`config.mk`:
```
export PLATFORM = sky130hd
export DESIGN_NAME = u_line_loopback_control
export DESIGN_NICKNAME = d
export VERILOG_FILES = /design/src/logic/u_loop_pkg.sv /design/src/logic/loop_fifo.sv /design/src/logic/u_line_loopback_control.sv
export VERILOG_INCLUDE_DIRS = /design/src /design/src/logic
export SDC_FILE = /design/constraint.sdc
export NUM_CORES = 1
export LEC_CHECK = 0
export BUFFER_PORTS_ARGS = -buffer_cell sky130_fd_sc_hd__buf_2
export CAP_MARGIN = 20
export CORE_ASPECT_RATIO = 0.9
export CORE_MARGIN = 5
export CORE_UTILIZATION = 55
export CTS_CLUSTER_SIZE = 25
export DETAILED_ROUTE_END_ITERATION = 12
export HOLD_SLACK_MARGIN = 0.08
export PLACE_DENSITY = 0.84
export SLEW_MARGIN = 20
export SYNTH_ARGS = -nofsm -noshare
export SYNTH_HDL_FRONTEND = slang
export SYNTH_SLANG_ARGS = --single-unit
```
`constraint.sdc`:
```
create_clock -name clk_sys_i -period 5.6 [get_ports clk_sys_i]
set_input_delay 0.84 -clock clk_sys_i [delete_from_list [all_inputs] [get_ports clk_sys_i]]
set_output_delay 0.84 -clock clk_sys_i [all_outputs]
set_load 0.05 [all_outputs]
```
`src/logic/u_loop_regs.svh`:
```
// Command codes, message codes and highway slot positions for the loop-back control.
// Assumes the highway frame carries B1, B2, monitor and D slots in that bit order.
`ifndef U_LOOP_REGS_SVH
`define U_LOOP_REGS_SVH

// ----------------------------------------------------------------
// Command/indicate codes (4 bit)
// ----------------------------------------------------------------
`define CI_RESET_CODE       4'h1
`define CI_LOOP_ACT_REQ     4'hA
`define CI_DEACT_CONFIRM    4'hF
`define CI_ACT_REQUEST      4'h8
`define CI_ACT_IND_LOOP     4'hE

// ----------------------------------------------------------------
// Monitor message codes (8 bit)
// ----------------------------------------------------------------
`define MSG_REMOTE_COMPLETE 8'h50
`define MSG_REMOTE_FIRST    8'h51
`define MSG_REMOTE_SECOND   8'h52
`define MSG_RETURN_NORMAL   8'hFF
`define MSG_LOCAL_COMPLETE  8'hF1
`define MSG_LOCAL_FIRST     8'hF4
`define MSG_LOCAL_SECOND    8'hF2
`define MSG_LOCAL_NORMAL    8'hFF

// ----------------------------------------------------------------
// Highway frame bit positions
// ----------------------------------------------------------------
`define SLOT_FIRST_LO       5'h00
`define SLOT_FIRST_HI       5'h07
`define SLOT_SECOND_LO      5'h08
`define SLOT_SECOND_HI      5'h0F
`define SLOT_D_LO           5'h18
`define SLOT_D_HI           5'h19
`define FRAME_POS_ZERO      5'h00
`define FRAME_POS_STEP      5'h01

`endif

```
`src/logic/u_loop_pkg.sv`:
```
// Types shared by the loop-back control files.
// Assumes nothing of its surroundings.
package u_loop_pkg;

	// ----------------------------------------------------------------
	// Analog loop sequencing states, one-hot
	// ----------------------------------------------------------------
	typedef enum logic [2:0] {
		ALOOP_OPEN     = 3'b001,
		ALOOP_WAIT_ACT = 3'b010,
		ALOOP_CLOSED   = 3'b100
	} analog_state_type;

endpackage : u_loop_pkg

```
`src/logic/loop_fifo.sv`:
```
// Small synchronous FIFO carrying looped highway bits.
// Assumes a single clock and an asynchronous active-low reset.
`timescale 1ns/1ps
`default_nettype none

module loop_fifo #(
	parameter int WIDTH = 1,
	parameter int DEPTH = 8
) (
	// Clock and reset
	input  wire logic             clk_sys_i,
	input  wire logic             reset_n_i,
	input  wire logic             flush_i,
	// Fill side
	input  wire logic [WIDTH-1:0] in_data_i,
	input  wire logic             in_valid_i,
	output logic                  in_ready_o,
	// Drain side
	output logic [WIDTH-1:0]      out_data_o,
	output logic                  out_valid_o,
	input  wire logic             out_ready_i
);
	localparam int AW = (DEPTH > 1) ? $clog2(DEPTH) : 1;

	// Refuse shapes the pointer logic cannot serve
	generate
		if (DEPTH < 2 || (DEPTH & (DEPTH - 1)) != 0 || WIDTH < 1)
		begin : g_bad
			$error("loop_fifo needs a power-of-two depth of two or more");
		end
	endgenerate

	logic [WIDTH-1:0] mem_reg [DEPTH];  // Storage
	logic [AW-1:0]    wr_ptr_reg;       // Write index
	logic [AW-1:0]    rd_ptr_reg;       // Read index
	logic [AW:0]      count_reg;        // Occupancy
	logic             push;             // Accepted write
	logic             pop;              // Accepted read

	assign in_ready_o  = (count_reg != DEPTH[AW:0]);
	assign out_valid_o = (count_reg != '0);
	assign out_data_o  = mem_reg[rd_ptr_reg];
	assign push        = in_valid_i & in_ready_o;
	assign pop         = out_valid_o & out_ready_i;

	// Storage writes need no reset; only pointers and occupancy carry control state
	always_ff @(posedge clk_sys_i)
	begin
		if (push)
			mem_reg[wr_ptr_reg] <= in_data_i;
	end

	// Pointers and occupancy
	always_ff @(posedge clk_sys_i or negedge reset_n_i)
	begin
		if (!reset_n_i)
		begin
			wr_ptr_reg <= '0;
			rd_ptr_reg <= '0;
			count_reg  <= '0;
		end
		else if (flush_i)
		begin
			wr_ptr_reg <= '0;
			rd_ptr_reg <= '0;
			count_reg  <= '0;
		end
		else
		begin
			if (push)
				wr_ptr_reg <= wr_ptr_reg + 1'b1;
			if (pop)
				rd_ptr_reg <= rd_ptr_reg + 1'b1;
			if (push && !pop)
				count_reg <= count_reg + 1'b1;
			else if (pop && !push)
				count_reg <= count_reg - 1'b1;
		end
	end

endmodule : loop_fifo
`default_nettype wire

```
`src/logic/u_line_loopback_control.sv`:
```
// Test loop-back control of a two-wire line transceiver: analog and digital loops.
// Assumes command codes and monitor messages arrive already deframed on clk_sys_i,
// and the highway clocks and data pins arrive asynchronously.
`timescale 1ns/1ps
`default_nettype none
`include "u_loop_regs.svh"

module u_line_loopback_control #(
	parameter int FIFO_DEPTH = 8
) (
	// Clock and reset
	input  wire logic       clk_sys_i,
	input  wire logic       reset_n_i,
	// Operating mode and transceiver state
	input  wire logic       network_mode_i,
	input  wire logic       auto_mode_i,
	input  wire logic       state_deactivated_i,
	input  wire logic       state_test_i,
	input  wire logic       state_transparent_i,
	input  wire logic       activation_done_i,
	input  wire logic       tx_enable_i,
	// Command/indicate and monitor inputs
	input  wire logic [3:0] ci_code_i,
	input  wire logic       ci_valid_i,
	input  wire logic [7:0] local_command_monitor_i,
	input  wire logic       local_command_valid_i,
	input  wire logic [7:0] remote_channel_monitor_i,
	input  wire logic       remote_channel_valid_i,
	// Highway pins
	input  wire logic       frame_sync_clock_i,
	input  wire logic       highway_bit_clock_i,
	input  wire logic       highway_in_pin_i,
	input  wire logic       highway_out_data_i,
	output logic            highway_out_pin_o,
	output logic            highway_in_data_o,
	// Indications and status
	output logic [3:0]      ci_indicate_o,
	output logic            ci_indicate_valid_o,
	output logic [7:0]      remote_forward_o,
	output logic            remote_forward_valid_o,
	output logic            device_reset_o,
	output logic            line_tx_enable_o,
	output logic            analog_loop_o,
	output logic            complete_loop_o,
	output logic            first_loop_o,
	output logic            second_loop_o,
	output logic            loop_overrun_o
);

	// ----------------------------------------------------------------
	// Command decode
	// ----------------------------------------------------------------
	u_loop_pkg::analog_state_type astate_reg;   // Analog loop sequencer
	u_loop_pkg::analog_state_type astate_next;  // Its next value
	logic soft_reset;          // Reset code taken
	logic analog_req;          // Analog request accepted
	logic remote_complete;     // Remote 50 executed in auto mode
	logic local_complete_ok;   // Local F1 accepted
	logic open_all;            // Return to normal from local side, or remote in auto mode
	logic complete_pending_reg;// Remote 50 seen, waiting for local F1
	logic complete_reg;        // Complete loop latch
	logic first_reg;           // First channel loop latch
	logic second_reg;          // Second channel loop latch

	// The reset code is always taken from the highway, even while looped
	assign soft_reset = ci_valid_i && (ci_code_i == `CI_RESET_CODE);
	// Accept only from the state matching the line end
	assign analog_req = ci_valid_i && (ci_code_i == `CI_LOOP_ACT_REQ)
		&& (astate_reg == u_loop_pkg::ALOOP_OPEN)
		&& ((!network_mode_i && state_deactivated_i)
		|| (network_mode_i && state_test_i));
	assign remote_complete = remote_channel_valid_i && auto_mode_i
		&& (remote_channel_monitor_i == `MSG_REMOTE_COMPLETE);
	// Auto mode needs an earlier remote request; transparent needs none
	assign local_complete_ok = local_command_valid_i
		&& (local_command_monitor_i == `MSG_LOCAL_COMPLETE)
		&& (!auto_mode_i || complete_pending_reg);
	assign open_all = (local_command_valid_i
		&& local_command_monitor_i == `MSG_LOCAL_NORMAL)
		|| (remote_channel_valid_i && auto_mode_i
		&& remote_channel_monitor_i == `MSG_RETURN_NORMAL);

	// ----------------------------------------------------------------
	// Analog loop sequencer
	// ----------------------------------------------------------------
	// Next state: exchange end closes at once, network end waits for activation
	always_comb
	begin
		astate_next = astate_reg;
		unique case (astate_reg)
			u_loop_pkg::ALOOP_OPEN:
				if (analog_req)
					astate_next = network_mode_i ? u_loop_pkg::ALOOP_WAIT_ACT
						: u_loop_pkg::ALOOP_CLOSED;
			u_loop_pkg::ALOOP_WAIT_ACT:
				if (activation_done_i)
					astate_next = u_loop_pkg::ALOOP_CLOSED;
			u_loop_pkg::ALOOP_CLOSED:
				astate_next = u_loop_pkg::ALOOP_CLOSED;
			default:
				astate_next = u_loop_pkg::ALOOP_OPEN;
		endcase
	end

	// Only a device reset opens the analog loop, so coefficients re-converge
	always_ff @(posedge clk_sys_i or negedge reset_n_i)
	begin
		if (!reset_n_i)
			astate_reg <= u_loop_pkg::ALOOP_OPEN;
		else if (soft_reset)
			astate_reg <= u_loop_pkg::ALOOP_OPEN;
		else
			astate_reg <= astate_next;
	end

	assign analog_loop_o = (astate_reg != u_loop_pkg::ALOOP_OPEN);
	// Transmitter stays on so the far station activates too
	assign line_tx_enable_o = tx_enable_i | analog_loop_o;

	// ----------------------------------------------------------------
	// Digital loop latches
	// ----------------------------------------------------------------
	// Each latch is independent so both channel loops can stand together
	always_ff @(posedge clk_sys_i or negedge reset_n_i)
	begin
		if (!reset_n_i)
		begin
			complete_pending_reg <= 1'b0;
			complete_reg         <= 1'b0;
			first_reg            <= 1'b0;
			second_reg           <= 1'b0;
		end
		else if (soft_reset || open_all)
		begin
			// Opening leaves the line state untouched: no reset needed
			complete_pending_reg <= 1'b0;
			complete_reg         <= 1'b0;
			first_reg            <= 1'b0;
			second_reg           <= 1'b0;
		end
		else
		begin
			if (remote_complete)
				complete_pending_reg <= 1'b1;
			if (local_complete_ok)
				complete_reg <= 1'b1;
			if ((remote_channel_valid_i && auto_mode_i
				&& remote_channel_monitor_i == `MSG_REMOTE_FIRST)
				|| (local_command_valid_i
				&& local_command_monitor_i == `MSG_LOCAL_FIRST))
				first_reg <= 1'b1;
			if ((remote_channel_valid_i && auto_mode_i
				&& remote_channel_monitor_i == `MSG_REMOTE_SECOND)
				|| (local_command_valid_i
				&& local_command_monitor_i == `MSG_LOCAL_SECOND))
				second_reg <= 1'b1;
		end
	end

	assign complete_loop_o = complete_reg;
	assign first_loop_o    = first_reg;
	assign second_loop_o   = second_reg;

	// ----------------------------------------------------------------
	// Indications, forwarding and reset pulse
	// ----------------------------------------------------------------
	// One indication per cycle; analog steps win over the downstream request
	always_ff @(posedge clk_sys_i or negedge reset_n_i)
	begin
		if (!reset_n_i)
		begin
			ci_indicate_o       <= 4'h0;
			ci_indicate_valid_o <= 1'b0;
		end
		else if (analog_req && network_mode_i)
		begin
			ci_indicate_o       <= `CI_DEACT_CONFIRM;
			ci_indicate_valid_o <= 1'b1;
		end
		else if (astate_reg == u_loop_pkg::ALOOP_WAIT_ACT && activation_done_i
			&& !soft_reset)
		begin
			ci_indicate_o       <= `CI_ACT_REQUEST;
			ci_indicate_valid_o <= 1'b1;
		end
		else if (remote_complete && !soft_reset)
		begin
			// Ask the downstream device to loop rather than closing here
			ci_indicate_o       <= state_transparent_i ? `CI_ACT_IND_LOOP
				: `CI_LOOP_ACT_REQ;
			ci_indicate_valid_o <= 1'b1;
		end
		else
			ci_indicate_valid_o <= 1'b0;
	end

	// Transparent mode hands every remote message to the controller
	always_ff @(posedge clk_sys_i or negedge reset_n_i)
	begin
		if (!reset_n_i)
		begin
			remote_forward_o       <= 8'h00;
			remote_forward_valid_o <= 1'b0;
		end
		else
		begin
			remote_forward_valid_o <= remote_channel_valid_i && !auto_mode_i;
			if (remote_channel_valid_i && !auto_mode_i)
				remote_forward_o <= remote_channel_monitor_i;
		end
	end

	// Pulse tells the transceiver core to return to its test state
	always_ff @(posedge clk_sys_i or negedge reset_n_i)
	begin
		if (!reset_n_i)
			device_reset_o <= 1'b0;
		else
			device_reset_o <= soft_reset;
	end

	// ----------------------------------------------------------------
	// Highway pin synchronisers and frame position
	// ----------------------------------------------------------------
	logic [2:0] bclk_sync_reg;   // Bit clock: two sync stages plus history
	logic [2:0] fsc_sync_reg;    // Frame sync: two sync stages plus history
	logic [1:0] din_sync_reg;    // Input data pin
	logic       bit_edge;        // Rising edge of bit clock
	logic       frame_edge;      // Rising edge of frame sync
	logic [4:0] pos_reg;         // Bit position within frame
	logic       in_slot;         // Current bit belongs to a closed loop

	always_ff @(posedge clk_sys_i or negedge reset_n_i)
	begin
		if (!reset_n_i)
		begin
			bclk_sync_reg <= 3'h0;
			fsc_sync_reg  <= 3'h0;
			din_sync_reg  <= 2'h0;
		end
		else
		begin
			bclk_sync_reg <= {bclk_sync_reg[1:0], highway_bit_clock_i};
			fsc_sync_reg  <= {fsc_sync_reg[1:0], frame_sync_clock_i};
			din_sync_reg  <= {din_sync_reg[0], highway_in_pin_i};
		end
	end

	// Edge detectors read only the second and third stages
	assign bit_edge   = bclk_sync_reg[1] & ~bclk_sync_reg[2];
	assign frame_edge = fsc_sync_reg[1] & ~fsc_sync_reg[2];

	// Frame sync restarts the count; bit clock steps it
	always_ff @(posedge clk_sys_i or negedge reset_n_i)
	begin
		if (!reset_n_i)
			pos_reg <= `FRAME_POS_ZERO;
		else if (frame_edge)
			pos_reg <= `FRAME_POS_ZERO;
		else if (bit_edge)
			pos_reg <= pos_reg + `FRAME_POS_STEP;
	end

	// Complete loop covers both channels and the D bits
	assign in_slot = ((first_reg || complete_reg)
		&& pos_reg >= `SLOT_FIRST_LO && pos_reg <= `SLOT_FIRST_HI)
		|| ((second_reg || complete_reg)
		&& pos_reg >= `SLOT_SECOND_LO && pos_reg <= `SLOT_SECOND_HI)
		|| (complete_reg && pos_reg >= `SLOT_D_LO && pos_reg <= `SLOT_D_HI);

	// ----------------------------------------------------------------
	// Loop data path
	// ----------------------------------------------------------------
	logic       fifo_in_ready;   // FIFO can take a bit
	logic       fifo_out_valid;  // FIFO holds a bit
	logic [0:0] fifo_out_data;   // Oldest looped bit

	// Output bits are buffered so the return path sees them one bit later;
	// a stalled drain shows as overrun rather than silent loss
	loop_fifo #(
		.WIDTH (1),
		.DEPTH (FIFO_DEPTH)
	) u_fifo (
		.clk_sys_i   (clk_sys_i),
		.reset_n_i   (reset_n_i),
		.flush_i     (frame_edge),
		.in_data_i   (highway_out_data_i),
		.in_valid_i  (bit_edge),
		.in_ready_o  (fifo_in_ready),
		.out_data_o  (fifo_out_data),
		.out_valid_o (fifo_out_valid),
		.out_ready_i (bit_edge)
	);

	// Looped bits replace input data; output data still leaves normally
	always_ff @(posedge clk_sys_i or negedge reset_n_i)
	begin
		if (!reset_n_i)
		begin
			highway_out_pin_o <= 1'b0;
			highway_in_data_o <= 1'b1;
			loop_overrun_o    <= 1'b0;
		end
		else
		begin
			highway_out_pin_o <= highway_out_data_i;
			if (bit_edge)
				highway_in_data_o <= (in_slot && fifo_out_valid) ? fifo_out_data[0]
					: din_sync_reg[1];
			if (soft_reset)
				loop_overrun_o <= 1'b0;
			else if (bit_edge && !fifo_in_ready)
				loop_overrun_o <= 1'b1;
		end
	end
endmodule : u_line_loopback_control
`default_nettype wire

```
* Yosys cells after proc, flatten, opt, wreduce, memory -nomap -nowiden
Memories as Yosys holds them, arrays and structs flattened.
Index checks and enable logic that the tools add are counted.
W data, S select, Z words.
** Cells by class
- Multiply operators :: 0
- Reductions and logical operators :: 59
- Divide/modulo/power cells :: 0
- Shift operators :: 0
- Magnitude comparators :: 6
- Eq/ne operators :: 17
- Multiplexer cells :: 34
- Add/subtract/negate cells :: 5
- Bitwise gates (word level) :: 7
** Operators by type and width (count)
- $eq A8 B8 Y1 const B :: 5
- $logic_and A1 B1 Y1 :: 31
- $mux W3 :: 9
- $eq A8 B7 Y1 const B :: 3
- $mux W4 :: 6
- $mux W1 :: 16
- $reduce_bool A2 Y1 :: 8
- $logic_or A1 B1 Y1 :: 10
- $mux W5 :: 2
- $pmux W3 S3 :: 1
- $add A3 B1 Y3 const B :: 2
- $logic_not A1 Y1 :: 6
- $ne A3 B3 Y1 const B :: 2
- $reduce_bool A3 Y1 :: 2
- $add A5 B1 Y5 const B :: 1
- $ge A5 B1 Y1 const B :: 1
- $ge A5 B4 Y1 const B :: 1
- $ge A5 B5 Y1 const B :: 1
- $le A5 B3 Y1 const B :: 1
- $le A5 B4 Y1 const B :: 1
- $le A5 B5 Y1 const B :: 1
- $add A4 B1 Y4 const B :: 1
- $and A1 B1 Y1 :: 4
- $eq A4 B1 Y1 const B :: 1
- other kinds (11) :: 12
** Storage, ports and cells
- Memory bits (read-only) :: 0
- Latch bits :: 0
- Flip-flop bits (word level) :: 48
- Input bits :: 36
- Memory bits (writable) :: 8
- Memories kept :: 1
- Word-level logic and storage cells :: 149
** Memory list
- u_fifo.mem_reg :: depth 8, bits a word 1, rd ports 1, clocked after Yosys merged registers in 0, write ports 1, line loop_fifo.sv:33 : logic [WIDTH-1:0] mem_reg [DEPTH];

* Longest topological paths before layout
- Depth after elaboration :: 8
- Gate-level depth with buffers :: 7
- Mapped depth without buffers :: 7

* Modules after synthesis
A second synthesis with hierarchy kept.
** Second synthesis, totals
- Cells, all modules :: 243
- Area, all modules :: 2726.4 um^2
** Modules (own cells, without submodules)
- u_line_loopback_control :: area an instance 1701.6 um^2, instances 1, seq. area each 953.4 um^2, cells each 152
- loop_fifo :: area an instance 1024.7 um^2, instances 1, seq. area each 490.5 um^2, cells each 91

* Least setup slack after synthesis
OpenSTA, ideal clock, no wires.
- Path type :: input to output
- Start point :: input tx_enable_i
- End point :: output line_tx_enable_o
- Setup slack :: 3.359 ns
- Stages :: 1
- Arrival :: 1.401 ns
- Cell sequence :: or3_1
** Between the ends
- Cells in the longest elaborated chain, start to end :: 1
** RTL lines
- start, declared :: line u_line_loopback_control.sv:21 : input wire logic tx_enable_i,
- $or A1 B1 Y1 :: line u_line_loopback_control.sv:118 : assign line_tx_enable_o = tx_enable_i | analog_loop_o;
- end, declared :: line u_line_loopback_control.sv:42 : output logic line_tx_enable_o,
No other way between the ends.

* Worst setup path after layout
- Start point :: register astate_reg[0]
- End point :: output analog_loop_o
** Between the ends
- Cells in the longest elaborated chain, start to end :: 1
** RTL lines
- start, declared :: line u_line_loopback_control.sv:53 : u_loop_pkg::analog_state_type astate_reg;
- start signal, assigned :: line u_line_loopback_control.sv:109 : astate_reg <= u_loop_pkg::ALOOP_OPEN;
- start signal, assigned :: line u_line_loopback_control.sv:111 : astate_reg <= u_loop_pkg::ALOOP_OPEN;
- start signal, assigned :: line u_line_loopback_control.sv:113 : astate_reg <= astate_next;
- $ne A3 B1 Y1 :: line u_line_loopback_control.sv:116 : assign analog_loop_o = (astate_reg != u_loop_pkg::ALOOP_OPEN);
- end, declared :: line u_line_loopback_control.sv:43 : output logic analog_loop_o,
No other way between the ends.

==> metrics.md <==
| Metric | Value |
|---|---|
| Outcome | `completed` |
| Post-layout util | `about two thirds` |
| Count of cell types in the netlist | `between 40 and 50` |
| Initial DRC Count | `around 110` |
| Routed Wire Length | `5460 um` |
| Seq pwr share | `47.9%` |
| Cells after Synth | `230` |
| R2r worst-path depth | `6` |
| Final #Nets | `335` |
| Slew headroom | `31.6%` |
| Initial Util | `57.2%` |
| DP HPWL | `4100 um` |
| Leakage | `0.00139 uW` |
| DR vias/cell | `5.58` |
| Die height | `about 75 um` |
| Terminus of the critical flop-to-flop path | `u_fifo.count_reg[3]` |
| Area Growth Syn to Fin | `17.0%` |
| Top_reg_cell synth | `dfrtp_1` |
| Clk pwr share | `around 18%` |
| Pint | `702 uW` |
| DRC | `0` |
| Synth warn | `0` |
| Final TNS setup | `0 ps` |
| # setup viols final | `0` |
| Peak Freq | `approximately 430 MHz` |
| CP max stage delay | `570 ps` |
| Worst min-delay path category | `flip-flop to flip-flop` |
| FFs w/ async S/R, synth | `85.7%` |
| Final Skew | `about 6 ps` |
| R2r startpoint | `u_fifo.count_reg[1]` |
| # IOs | `59` |
| Yosys top cell by area | `dfrtp_1` |
| Antenna Nets Post-Route | `0` |
| Worst Path Max Fanout | `6` |
| Min-delay src | `fsc_sync_reg[0]` |
| Area fraction of the dominant cell type after synthesis | `44.8%` |
| Hold Crit Depth | `0` |
| Period utilization | `41.7%` |
| H-tree depth | `2` |
| CP Launch Type | `flip-flop` |
| GP Congestion | `0.783` |
| Gate power share | `33.8%` |
| Worst Setup End Kind | `output pin` |
| Layout cells sized above 1 | `28.1%` |
| #FFs+latches synth | `56` |
| Total core area | `4490 um^2` |
| Peak VDD IR | `0.248 mV` |
| Crit path DAT | `around 1500 ps` |
| Total Power | `1140 uW` |
| R2R Setup Slk | `around 3500 ps` |
| Clock-pin slew on the worst setup and hold paths | `around 90 ps` |
| Commonest cells after routing, fill and taps aside | `buf_2 (57), dfrtp_1 (46), nor2_1 (31)` |
| CP Data Required Time | `4760 ps` |
| Maximum number of pins on one net before global-route repair | `49` |
| Detailed Routing Iterations Pass 1 | `4` |
| Post-CTS Resized | `0` |
| Hold slack | `about 360 ps` |
| Top cells by area, synth | `dfrtp_1 (45%), edfxtp_1 (9.4%), nor2_1 (4.5%)` |
| Worst-path cell chain | `nand2b_1 > or2_2 > buf_2` |
| NetSw | `roughly 440 uW` |
| Root Buffer | `clkbuf_8` |
| EDFF count, synth | `8` |
| Commonest non-fill, non-tap cell in the layout | `buf_2` |
| Synthesized net count | `274` |
| Initial antenna violation count | `0` |
| Via count | `1974` |
| Sequential element share of the synthesized area | `between 50% and 60%` |
| Die area | `6140 um^2` |
| Die X | `slightly above 80 um` |
| CTS buffer count | `5` |
| Actual slew at the worst max-slew pin | `1020 ps` |
| Diode count | `0` |
| Vias in the first global route | `2021` |
| First-pass GRT wire length | `around 9100 um` |
| FP Rows | `23` |
| Max-cap violations | `0` |
| Sw Share | `38.6%` |
| Worst skew pair latency | `310 ps` |
| RSZ-0062 raised after global routing | `no` |
| Fillers | `345` |
| Post-CTS Setup Inserts | `0` |
| Clk sinks | `56` |
| Pins Over Slew Limit | `0` |
| CTS tree | `built` |
| Fin. Hold Viols | `0` |
| Pwr dens | `380 nW/um^2` |
| I/O Buffers | `58` |
| CP max stage cell | `dfstp_2` |
| Hold-fix buffers, CTS | `0` |
| Global route overflow | `0` |
| Minimum clock period | `approximately 2300 ps` |
| Wire per inst | `roughly 15 um` |
| Synthesized cell area | `2570 um^2` |
| GRT Total Usage | `about a fifth` |
| Syn Area/Cell | `11.2 um^2` |
| Setup Crit Path Kind | `flip-flop to output pin` |
| Worst Hold Path EP | `fsc_sync_reg[1]` |
| Max clock buf depth | `2` |
how the worst max path moves through the flow:
stage,to,startpoint,slack (ps)
2_1_floorplan,line_tx_enable_o,tx_enable_i,3360
3_3_place_gp,line_tx_enable_o,tx_enable_i,3290
3_5_place_dp,ci_indicate_o[1],remote_channel_monitor_i[2],3240
4_1_cts,analog_loop_o,astate_reg[0],3260
5_1_grt,analog_loop_o,astate_reg[0],3190
6_report,analog_loop_o,astate_reg[0],3270
power by group through the flow:
stage               Combinational, uW  Clock [uW]  Sequential (uW)
floorplan                         188           0              641
global placement                  372           0              550
detailed placement                389           0              554
CTS                               391         215              547
global route                      419         235              558
finish                            386         209              547
synthesized netlist by cell type, types with 2 or more instances:
master / number
nand2b_1: 9
nor2b_1: 3
nand4_1: 5
o21ai_0: 9
a21oi_1: 15
nand4b_1: 2
nand2_1: 15
nor3_1: 10
mux4_1: 2
or4_1: 2
dfrtp_1: 46
nor4b_1: 3
nand3_1: 3
clkbuf_1: 4
xor2_1: 2
nor2_1: 31
inv_1: 8
ha_1: 8
mux2_2: 9
edfxtp_1: 8
mux2i_1: 3
o211ai_1: 2
nand3b_1: 2
dfstp_2: 2
and3_1: 2
or3_1: 3
per-layer routing:
metal	routed length [um]	GRT usage [%]	vias up	part of all wire (%)
li1	-	-	954	-
met5	0	0	-	0
met4	138	10.3	0	2.5
met2	2860	33.8	55	52
met3	273	3.71	15	5.0
met1	2180	24.0	950	40
per-stage QoR:
stage                     instance area [um^2]  worst slack [ps]  cells
final                                     3010              3270    354
after global routing                      3010              3190    354
after CTS                                 3000              3260    354
after detailed placement                  2920              3240    346
after global placement                    2920              3290    346
after floorplan                           2570              3360    230
logic make-up after synthesis:
| kind of cell | synth area share, % |
|---|---|
| DFF | 56.2 |
| AOI/OAI and AO/OA | 9.45 |
| adders and majority gates | 3.90 |
| muxes | 7.16 |
| xor gates and xnor gates | 1.02 |
| buffers and inverters | 1.75 |
| and+or+nand+nor | 20.5 |
worst max-delay path, delay by kind of cell, from the launching register on:
kind	cells	cell delay, ps
buffers and inverters	1	220
flip-flops	1	570
AND/OR/NAND/NOR	2	410
cell type report:
cell class	instances	area, um^2	share of cell area, %
clock inverters	1	5.00	0.167
inverters	8	30.0	0.999
well taps	62	77.6	2.58
flip-flops and latches	56	1440	48.0
multi-input cells	162	1080	35.9
clock buffers	7	76.3	2.54
repair buffers	58	293	9.74
No activity file was read; power rests on OpenSTA's default activity.
